<file path="src/shared/hps_regs.svh">
`ifndef HPS_REGS_SVH
`define HPS_REGS_SVH

// Register byte offsets
`define HPS_OFF_PCTL   8'h00
`define HPS_OFF_DDR    8'h04
`define HPS_OFF_GDAT   8'h08
`define HPS_OFF_STAT   8'h0C

// Port control field positions
`define HPS_PCTL_HOST  0
`define HPS_PCTL_DSTRB 1
`define HPS_PCTL_DREQ  2
`define HPS_PCTL_DSPOL 3
`define HPS_PCTL_RQPOL 4
`define HPS_PCTL_AKPOL 5
`define HPS_PCTL_ROD   6

// Pin slots
`define HPS_PIN_B11    0
`define HPS_PIN_B12    1
`define HPS_PIN_B14    2
`define HPS_PIN_B15    3

// Reset values
`define HPS_PCTL_RST   16'h0000
`define HPS_DDR_RST    4'h0
`define HPS_GDAT_RST   4'h0

`endif

</file>
<file path="src/shared/hps_pkg.sv">
package hps_pkg;

   typedef enum logic [1:0] {
      HPS_RESP_OKAY   = 2'h0,
      HPS_RESP_SLVERR = 2'h2
   } hps_resp_t;

   typedef logic [3:0] hps_pins_t;

endpackage : hps_pkg

</file>
<file path="src/hw/hps_pins.sv">
// Operation
// - Single strobe: direction pin selects read/write
// - Single data strobe, programmable polarity, low default
// - Double strobe: read strobe, polarity, low default
// - Double strobe: write strobe, polarity, low default
// - Single request: combined request out, low default
// - Single request: acknowledge input, low default
// - Double request: transmit request out, low default
// - Double request: receive request out, low default
// - Request outputs driven or open-drain
// - GPIO mode: bits 11,12,14,15 per-bit direction
// - Stop: inputs ignored
// - Stop: outputs keep last level
// - Wait state changes nothing on pins
// - Sixteen-bit port control selects functions
//
// Design decisions made here: the register addresses and the AXI4-Lite interface to the registers.
`timescale 1ns/1ps
`default_nettype none
`include "hps_regs.svh"

module hps_pins
   import hps_pkg::*;
#(
   parameter int ADDR_W = 8
) (
   // Clock and reset
   input  wire logic              i_mclk,
   input  wire logic              i_rst_b,
   // AXI4-Lite slave
   input  wire logic [ADDR_W-1:0] i_awaddr,
   input  wire logic              i_awvalid,
   output logic                   o_awready,
   input  wire logic [31:0]       i_wdata,
   input  wire logic [3:0]        i_wstrb,
   input  wire logic              i_wvalid,
   output logic                   o_wready,
   output logic [1:0]             o_bresp,
   output logic                   o_bvalid,
   input  wire logic              i_bready,
   input  wire logic [ADDR_W-1:0] i_araddr,
   input  wire logic              i_arvalid,
   output logic                   o_arready,
   output logic [31:0]            o_rdata,
   output logic [1:0]             o_rresp,
   output logic                   o_rvalid,
   input  wire logic              i_rready,
   // Power state
   input  wire logic              i_stop,
   // Pins 11, 12, 14, 15
   input  wire hps_pins_t         i_pin,
   output hps_pins_t              o_pin,
   output hps_pins_t              o_pin_oe_b,
   // Internal host side
   input  wire logic              i_host_transmit_request,
   input  wire logic              i_host_receive_request,
   output logic                   o_host_read_strobe,
   output logic                   o_host_write_strobe,
   output logic                   o_host_read_write_sel,
   output logic                   o_host_acknowledge_in
);

   ////////////////////////////////////////////////////////////////////////////
   // Registers and synchroniser state
   logic [15:0] pctl_reg;
   hps_pins_t   ddr_reg;
   hps_pins_t   gdat_reg;
   hps_pins_t   sync1_reg;
   hps_pins_t   sync2_reg;
   hps_pins_t   sync3_reg;
   hps_pins_t   flt_reg;
   hps_pins_t   pin_next;
   hps_pins_t   oe_b_next;
   logic        host_sel;
   logic        dstrb;
   logic        dreq;
   logic        ds_pol;
   logic        rq_pol;
   logic        ak_pol;
   logic        rq_od;
   logic        req_comb;
   logic        aw_ok;
   logic        ar_ok;
   logic        do_write;

   // Fields of port control
   assign host_sel = pctl_reg[`HPS_PCTL_HOST];
   assign dstrb    = pctl_reg[`HPS_PCTL_DSTRB];
   assign dreq     = pctl_reg[`HPS_PCTL_DREQ];
   assign ds_pol   = pctl_reg[`HPS_PCTL_DSPOL];
   assign rq_pol   = pctl_reg[`HPS_PCTL_RQPOL];
   assign ak_pol   = pctl_reg[`HPS_PCTL_AKPOL];
   assign rq_od    = pctl_reg[`HPS_PCTL_ROD];

   ////////////////////////////////////////////////////////////////////////////
   // Three-stage input synchronisers
   genvar gi;
   generate
      for (gi = 0; gi < 4; gi++) begin : g_sync
         always_ff @(posedge i_mclk) begin
            if (!i_rst_b) begin
               sync1_reg[gi] <= 1'h0;
               sync2_reg[gi] <= 1'h0;
               sync3_reg[gi] <= 1'h0;
               flt_reg[gi]   <= 1'h0;
            end else begin
               sync1_reg[gi] <= i_pin[gi];
               sync2_reg[gi] <= sync1_reg[gi];
               sync3_reg[gi] <= sync2_reg[gi];
               if (!i_stop && sync2_reg[gi] == sync3_reg[gi]) begin
                  flt_reg[gi] <= sync3_reg[gi];
               end
            end
         end
      end
   endgenerate

   ////////////////////////////////////////////////////////////////////////////
   // Active-high decode of strobes and acknowledge
   always_ff @(posedge i_mclk) begin
      if (!i_rst_b) begin
         o_host_read_strobe    <= 1'h0;
         o_host_write_strobe   <= 1'h0;
         o_host_read_write_sel <= 1'h0;
         o_host_acknowledge_in <= 1'h0;
      end else if (!host_sel) begin
         o_host_read_strobe    <= 1'h0;
         o_host_write_strobe   <= 1'h0;
         o_host_read_write_sel <= 1'h0;
         o_host_acknowledge_in <= 1'h0;
      end else if (!dstrb) begin
         o_host_read_write_sel <= flt_reg[`HPS_PIN_B11];
         o_host_read_strobe    <= (flt_reg[`HPS_PIN_B12] ~^ ds_pol) & flt_reg[`HPS_PIN_B11];
         o_host_write_strobe   <= (flt_reg[`HPS_PIN_B12] ~^ ds_pol) & ~flt_reg[`HPS_PIN_B11];
         o_host_acknowledge_in <= !dreq && (flt_reg[`HPS_PIN_B15] ~^ ak_pol);
      end else begin
         o_host_read_write_sel <= 1'h0;
         o_host_read_strobe    <= flt_reg[`HPS_PIN_B11] ~^ ds_pol;
         o_host_write_strobe   <= flt_reg[`HPS_PIN_B12] ~^ ds_pol;
         o_host_acknowledge_in <= !dreq && (flt_reg[`HPS_PIN_B15] ~^ ak_pol);
      end
   end

   ////////////////////////////////////////////////////////////////////////////
   // Pin drive selection
   assign req_comb = i_host_transmit_request | i_host_receive_request;

   always_comb begin
      pin_next  = gdat_reg;
      oe_b_next = ~ddr_reg;
      if (host_sel) begin
         pin_next  = 4'h0;
         oe_b_next = 4'hF;
         if (rq_od) begin
            pin_next[`HPS_PIN_B14]  = rq_pol;
            oe_b_next[`HPS_PIN_B14] = ~(dreq ? i_host_transmit_request : req_comb);
         end else begin
            pin_next[`HPS_PIN_B14]  = (dreq ? i_host_transmit_request : req_comb) ~^ rq_pol;
            oe_b_next[`HPS_PIN_B14] = 1'h0;
         end
         if (dreq && rq_od) begin
            pin_next[`HPS_PIN_B15]  = rq_pol;
            oe_b_next[`HPS_PIN_B15] = ~i_host_receive_request;
         end else if (dreq) begin
            pin_next[`HPS_PIN_B15]  = i_host_receive_request ~^ rq_pol;
            oe_b_next[`HPS_PIN_B15] = 1'h0;
         end
      end
   end

   // Stop freezes the pins; wait is not an input here at all
   always_ff @(posedge i_mclk) begin
      if (!i_rst_b) begin
         o_pin      <= 4'h0;
         o_pin_oe_b <= 4'hF;
      end else if (!i_stop) begin
         o_pin      <= pin_next;
         o_pin_oe_b <= oe_b_next;
      end
   end

   ////////////////////////////////////////////////////////////////////////////
   // AXI4-Lite write channel
   assign aw_ok    = (i_awaddr == ADDR_W'(`HPS_OFF_PCTL)) || (i_awaddr == ADDR_W'(`HPS_OFF_DDR))
                     || (i_awaddr == ADDR_W'(`HPS_OFF_GDAT)) || (i_awaddr == ADDR_W'(`HPS_OFF_STAT));
   assign do_write = !o_awready && !o_wready && !o_bvalid;

   logic [ADDR_W-1:0] awaddr_reg;
   logic [31:0]       wdata_reg;
   logic [3:0]        wstrb_reg;
   logic              aw_ok_reg;

   always_ff @(posedge i_mclk) begin
      if (!i_rst_b) begin
         o_awready  <= 1'h1;
         o_wready   <= 1'h1;
         o_bvalid   <= 1'h0;
         o_bresp    <= HPS_RESP_OKAY;
         awaddr_reg <= '0;
         aw_ok_reg  <= 1'h0;
         wdata_reg  <= 32'h0;
         wstrb_reg  <= 4'h0;
      end else begin
         if (i_awvalid && o_awready) begin
            o_awready  <= 1'h0;
            awaddr_reg <= i_awaddr;
            aw_ok_reg  <= aw_ok;
         end
         if (i_wvalid && o_wready) begin
            o_wready  <= 1'h0;
            wdata_reg <= i_wdata;
            wstrb_reg <= i_wstrb;
         end
         if (do_write) begin
            o_bvalid <= 1'h1;
            o_bresp  <= aw_ok_reg ? HPS_RESP_OKAY : HPS_RESP_SLVERR;
         end
         if (o_bvalid && i_bready) begin
            o_bvalid  <= 1'h0;
            o_awready <= 1'h1;
            o_wready  <= 1'h1;
         end
      end
   end

   always_ff @(posedge i_mclk) begin
      if (!i_rst_b) begin
         pctl_reg <= `HPS_PCTL_RST;
         ddr_reg  <= `HPS_DDR_RST;
         gdat_reg <= `HPS_GDAT_RST;
      end else if (do_write) begin
         if (awaddr_reg == ADDR_W'(`HPS_OFF_PCTL)) begin
            if (wstrb_reg[0]) pctl_reg[7:0]  <= wdata_reg[7:0];
            if (wstrb_reg[1]) pctl_reg[15:8] <= wdata_reg[15:8];
         end
         if (awaddr_reg == ADDR_W'(`HPS_OFF_DDR) && wstrb_reg[0]) begin
            ddr_reg <= wdata_reg[3:0];
         end
         if (awaddr_reg == ADDR_W'(`HPS_OFF_GDAT) && wstrb_reg[0]) begin
            gdat_reg <= wdata_reg[3:0];
         end
      end
   end

   ////////////////////////////////////////////////////////////////////////////
   // AXI4-Lite read channel
   assign ar_ok = (i_araddr == ADDR_W'(`HPS_OFF_PCTL)) || (i_araddr == ADDR_W'(`HPS_OFF_DDR))
                  || (i_araddr == ADDR_W'(`HPS_OFF_GDAT)) || (i_araddr == ADDR_W'(`HPS_OFF_STAT));

   always_ff @(posedge i_mclk) begin
      if (!i_rst_b) begin
         o_arready <= 1'h1;
         o_rvalid  <= 1'h0;
         o_rdata   <= 32'h0;
         o_rresp   <= HPS_RESP_OKAY;
      end else if (i_arvalid && o_arready) begin
         o_arready <= 1'h0;
         o_rvalid  <= 1'h1;
         o_rresp   <= ar_ok ? HPS_RESP_OKAY : HPS_RESP_SLVERR;
         o_rdata   <= 32'h0;
         if (i_araddr == ADDR_W'(`HPS_OFF_PCTL)) o_rdata[15:0] <= pctl_reg;
         if (i_araddr == ADDR_W'(`HPS_OFF_DDR))  o_rdata[3:0]  <= ddr_reg;
         if (i_araddr == ADDR_W'(`HPS_OFF_GDAT)) o_rdata[3:0]  <= gdat_reg;
         if (i_araddr == ADDR_W'(`HPS_OFF_STAT)) begin
            o_rdata[7:0] <= {o_host_acknowledge_in, o_host_read_write_sel,
                             o_host_write_strobe, o_host_read_strobe, flt_reg};
         end
      end else if (o_rvalid && i_rready) begin
         o_rvalid  <= 1'h0;
         o_arready <= 1'h1;
      end
   end
endmodule : hps_pins
`default_nettype wire

</file>
<file path="config.mk">
export PLATFORM = sky130hd
export DESIGN_NAME = hps_pins
export DESIGN_NICKNAME = d
export VERILOG_FILES = /design/src/shared/hps_pkg.sv /design/src/hw/hps_pins.sv
export VERILOG_INCLUDE_DIRS = /design/src /design/src/shared
export SDC_FILE = /design/constraint.sdc
export NUM_CORES = 1
export LEC_CHECK = 0
export BUFFER_PORTS_ARGS = -buffer_cell sky130_fd_sc_hd__buf_2
export CORE_ASPECT_RATIO = 0.5
export CORE_MARGIN = 2
export CORE_UTILIZATION = 55
export DETAILED_ROUTE_END_ITERATION = 12
export HOLD_SLACK_MARGIN = 0.05
export PLACE_DENSITY_LB_ADDON = 0.25
export SLEW_MARGIN = 20
export SYNTH_ARGS = -nofsm -noshare
export SYNTH_HDL_FRONTEND = slang
export SYNTH_SLANG_ARGS = --single-unit
export TNS_END_PERCENT = 100
</file>
<file path="constraint.sdc">
create_clock -name i_mclk -period 5.06 [get_ports i_mclk]
set_clock_uncertainty 0.15 [all_clocks]
set_input_delay 0.253 -clock i_mclk [delete_from_list [all_inputs] [get_ports i_mclk]]
set_output_delay 0.253 -clock i_mclk [all_outputs]
set_load 0.05 [all_outputs]
</file>
Word-level counts from Yosys, hierarchy flattened
Index checks and enable logic that the tools add are counted.
{ "totals": {"register_bits": 104, "inputBits": 66, "out_inout_bits": 53, "elab_cells": 122} }
{ "op_classes": {"eq_ne": 12, "mux": 21, "bitwise": 14, "reduce_logical": 37} }
{ "op_table": {"columns": ["operator", "count"], "rows": [
  ["$eq 8x4->1 const B", 5],
  ["$eq 8x3->1 const B", 3],
  ["$logic_not 8->1", 3],
  ["$mux 16", 1],
  ["$mux 4", 4],
  ["$logic_and 1x1->1", 15],
  ["$mux 1", 13],
  ["$mux 8", 1],
  ["$logic_or 1x1->1", 6],
  ["$reduce_and 2->1", 3],
  ["$reduce_and 3->1", 2],
  ["$logic_not 1->1", 5],
  ["$not 1->1", 5],
  ["$xnor 1x1->1", 5],
  ["$eq 1x1->1", 4],
  ["$mux 2", 2],
  ["$not 4->4", 1],
  ["$reduce_or 3->1", 1],
  ["$and 1x1->1", 2],
  ["$reduce_bool 2->1", 1],
  ["$reduce_or 2->1", 1],
  ["$or 1x1->1", 1]
]} }

Longest topological paths before layout
{ "depth": {"ltp_word": 5, "ltp_mapped": 5, "ltp_nobuf": 4} }

Worst setup path before layout
No wires, ideal clock.
{ "synth_timing": {"path_type": "register to register", "startpoint": "reg o_wready", "endpoint": "reg pctl_reg[10]", "setup_ps": 128, "arrival_time_ps": 1769, "required_ps": 4782, "path_slack_ps": 3013, "path_stages_with_launch": 5, "n_path_buf": 0, "synth_period_minus_slack_ps": 2047, "path_cell_list": "dfxtp_1 > nor3_1 > nand4_1 > mux2i_1 > nor2_1"} }
{ "synth_between": {"elab_chain_len": 4} }
{ "synth_lines": {"columns": ["element", "line_no", "rtl"], "rows": [
  ["from (decl)", "hps_pins.sv:37", "output logic o_wready,"],
  ["from (signal assigned)", "hps_pins.sv:196", "o_wready <= 1'h1;"],
  ["from (signal assigned)", "hps_pins.sv:210", "o_wready <= 1'h0;"],
  ["from (signal assigned)", "hps_pins.sv:221", "o_wready <= 1'h1;"],
  ["$logic_not 1->1", "hps_pins.sv:186", "assign do_write = !o_awready && !o_wready && !o_bvalid;"],
  ["$logic_and 1x1->1 (2 in series)", "hps_pins.sv:186", null],
  ["$reduce_and 3->1 (no line)", null, null],
  ["to (signal assigned)", "hps_pins.sv:228", "pctl_reg <= `HPS_PCTL_RST;"],
  ["to (signal assigned)", "hps_pins.sv:234", "if (wstrb_reg[1]) pctl_reg[15:8] <= wdata_reg[15:8];"],
  ["to (decl)", "hps_pins.sv:65", "logic [15:0] pctl_reg;"]
]} }
Every way passes these cells.
A chain may end at the register's enable or synchronous reset.

Worst setup path after layout
{ "layout_timing": {"startpoint": "reg o_awready", "endpoint": "reg pctl_reg[13]"} }
{ "layout_between": {"elab_chain_len": 4} }
{ "layout_lines": {"columns": ["element", "line_no", "rtl"], "rows": [
  ["from (decl)", "hps_pins.sv:33", "output logic o_awready,"],
  ["from (signal assigned)", "hps_pins.sv:195", "o_awready <= 1'h1;"],
  ["from (signal assigned)", "hps_pins.sv:205", "o_awready <= 1'h0;"],
  ["from (signal assigned)", "hps_pins.sv:220", "o_awready <= 1'h1;"],
  ["$logic_not 1->1", "hps_pins.sv:186", null],
  ["$logic_and 1x1->1 (2 in series)", "hps_pins.sv:186", null],
  ["$reduce_and 3->1 (no line)", null, null]
]} }
Every way passes these cells.

==> results.json <==
{
  "status": "finished, final reports clean",
  "peakVddDrop_uv": 208,
  "timing_worst_setup_path_type": "reg -> reg",
  "hold_path.class": "in -> reg",
  "drc_errors": 0,
  "grt_pass1_wl_um": 14100,
  "crit_path_max_incr_delay_ns": 0.62,
  "yosys.area_share.simple_pct": 21.6,
  "wl_per_cell_um": 13.4,
  "yosysMostFrequentCell": "dfxtp_1",
  "drive_gt1_share_pct": 20.3,
  "dp.cells": 595,
  "clock_latency_ns": 0.34,
  "grt_overflow": 0,
  "viasPerCell": 5.22,
  "antennaDiodeCount": 0,
  "fin_nets": 613,
  "cp.arrival_ns": 2.35,
  "die_area_um2": 8020,
  "cap_violations": 0,
  "synth-seq-cells": 102,
  "die_y_um": 64.4,
  "synth_top_area_share_pct": 51.0,
  "ys_seq_area_share_pct": 51.0,
  "place_congestion": 0.784,
  "numPortBuffers": 82,
  "multi_input_area_um2": 1750,
  "holdWs_ns": 0.0718,
  "drt_iter0_drc": 175,
  "path_clk_slew_ns": 0.07,
  "setup_violations": 0,
  "numClockSinks": 102,
  "worst_pin_slew_ns": 0.816,
  "rsz0062_at_grt": "no",
  "fin_area_um2": 4980,
  "synthCells": 445,
  "ys_warn_count": 0,
  "synth_mux_area_share_pct": 7.37,
  "cts_tree": "built",
  "syn_area_um2": 4010,
  "period_share_pct": 45.2,
  "cts_resized": 0,
  "ys.flop_type": "dfxtp_1",
  "synth.top_cells.by_area": "dfxtp_1 (51%), mux2i_1 (6.2%), a21oi_1 (5.6%)",
  "grt_pass1_vias": 3014,
  "synth_edf_count": 0,
  "core_area_um2": 6860,
  "crit_buf_inv": 0,
  "post-route-min-period_ns": 2.29,
  "path_cells": "nor3_1 -> nand4_1 -> mux2i_1 -> nor2_1",
  "final-instance-count-excl-fill": 644,
  "synth_xor_area_share_pct": 0.874,
  "track_usage_pct": 22.1,
  "dp_hpwl_um": 5560,
  "p_leak_nw": 2.21,
  "row_count": 21,
  "crit_family": "simple AND/OR/NAND/NOR gates",
  "synth_fa_ha_area_share_pct": 0,
  "power_density_nw_per_um2": 340,
  "cp.required_ns": 5.13,
  "p_total_mw": 1.70,
  "postSynthAreaPerCell_um2": 9.00,
  "cp-start-kind": "register",
  "htree_num_levels": 3,
  "max_freq_mhz": 438,
  "netlist-cell-type-count": 44,
  "synth_compound_area_share_pct": 12.3,
  "synth_top_family_by_area": "simple AND/OR/NAND/NOR gates",
  "wl_um": 8650,
  "io_pins": 119,
  "hold_viol": 0,
  "final_util_pct": 72.7,
  "cts_hold_buffers": 33,
  "cp_max_fo": 12,
  "synthTopCellsByCount": "dfxtp_1 (102), nand2_1 (58), a21oi_1 (45)",
  "cts_root_buf": "clkbuf_16",
  "post-place-ws_ns": 2.78,
  "initial_core_util_pct": 58.4,
  "setup_ws_ns": 2.77,
  "async_flop_share_pct": 0,
  "route.vias.total": 3363,
  "grt_antenna_before_repair": 0,
  "tns_ns": 0,
  "fillCellCount": 519,
  "endpoint_kind": "register",
  "final-seq-area_um2": 2040,
  "drt-pass1-iter-count": 4,
  "worst_path_max_delay_cell": "nand4_1",
  "post_cts_buffers": 0,
  "die_w_um": 125,
  "cts_buffers": 9,
  "grt_max_degree": 41,
  "yosys.area.top_type": "dfxtp_1",
  "maxSlewHeadroom_pct": 45.4,
  "clockBufferDepth": 2,
  "ant_nets": 0,
  "area_delta_synth_final_pct": 24.4,
  "postPlaceCellArea_um2": 4350,
  "final-max-slew-violation-count": 0
}
==> metal layers <==
metal	track usage [%]	vias to the layer above	wire, µm
li1	-	1696	-
met1	28.6	1557	4170
met2	35.2	93	3860
met3	6.95	17	456
met4	8.01	0	165
met5	0	-	0
==> worst paths after layout <==
kind	startpoint	endpoint	slack (ns)	cells after the start
setup / recovery	o_awready$_SDFFE_PP1P_	pctl_reg[13]$_SDFFE_PN0P_	2.77	4
hold / removal	i_awvalid	o_awready$_SDFFE_PP1P_	0.07	2
setup reg to reg	o_awready$_SDFFE_PP1P_	pctl_reg[13]$_SDFFE_PN0P_	2.77	4
hold reg to reg	sync1_reg[0]$_SDFF_PN0_	sync2_reg[0]$_SDFF_PN0_	0.29	1
==> where the power goes <==
group	internal (mW)	total, mW	switching (mW)	leakage, nW
Clock	0.399	0.697	0.297	0.145
Sequential	0.824	0.838	0.0147	0.830
Combinational	0.0538	0.162	0.108	1.23
Total	1.28	1.70	0.420	2.21
==> cells in the final DEF (no fill, tap or decap), drive strengths merged, types with 3 or more instances in the layout <==
master / Yosys / final
dfxtp: 102 / 102
buf: 25 / 83
nand2: 58 / 58
a21oi: 45 / 45
nor2: 44 / 44
dlygate4sd3: 0 / 33
mux2i: 25 / 25
conb: 1 / 18
and2: 15 / 15
o21ai: 15 / 15
nand3: 13 / 13
a22oi: 12 / 12
clkbuf: 15 / 10
nor2b: 9 / 9
nor3: 7 / 7
nor3b: 7 / 7
inv: 5 / 7
o31ai: 5 / 5
or3: 5 / 5
xor2: 4 / 4
mux2: 4 / 4
o22ai: 4 / 4
nand4: 3 / 3
or4: 3 / 3
==> logic make-up after synthesis <==
kind of cell / Yosys count
compound gates: 86
mux: 29
flops: 102
simple gates: 176
other cells: 1
buf+inv: 47
xor+xnor: 4
==> cell type report <==
type | count | share of cell area [%]
clock buffer | 10 | 4.79
timing repair buffer | 116 | 15.0
inverter | 5 | 0.377
clock inverter | 6 | 1.36
tap | 92 | 2.31
multi-input combinational | 313 | 35.2
sequential | 102 | 41.0
Power figures use the tool's default switching activity.
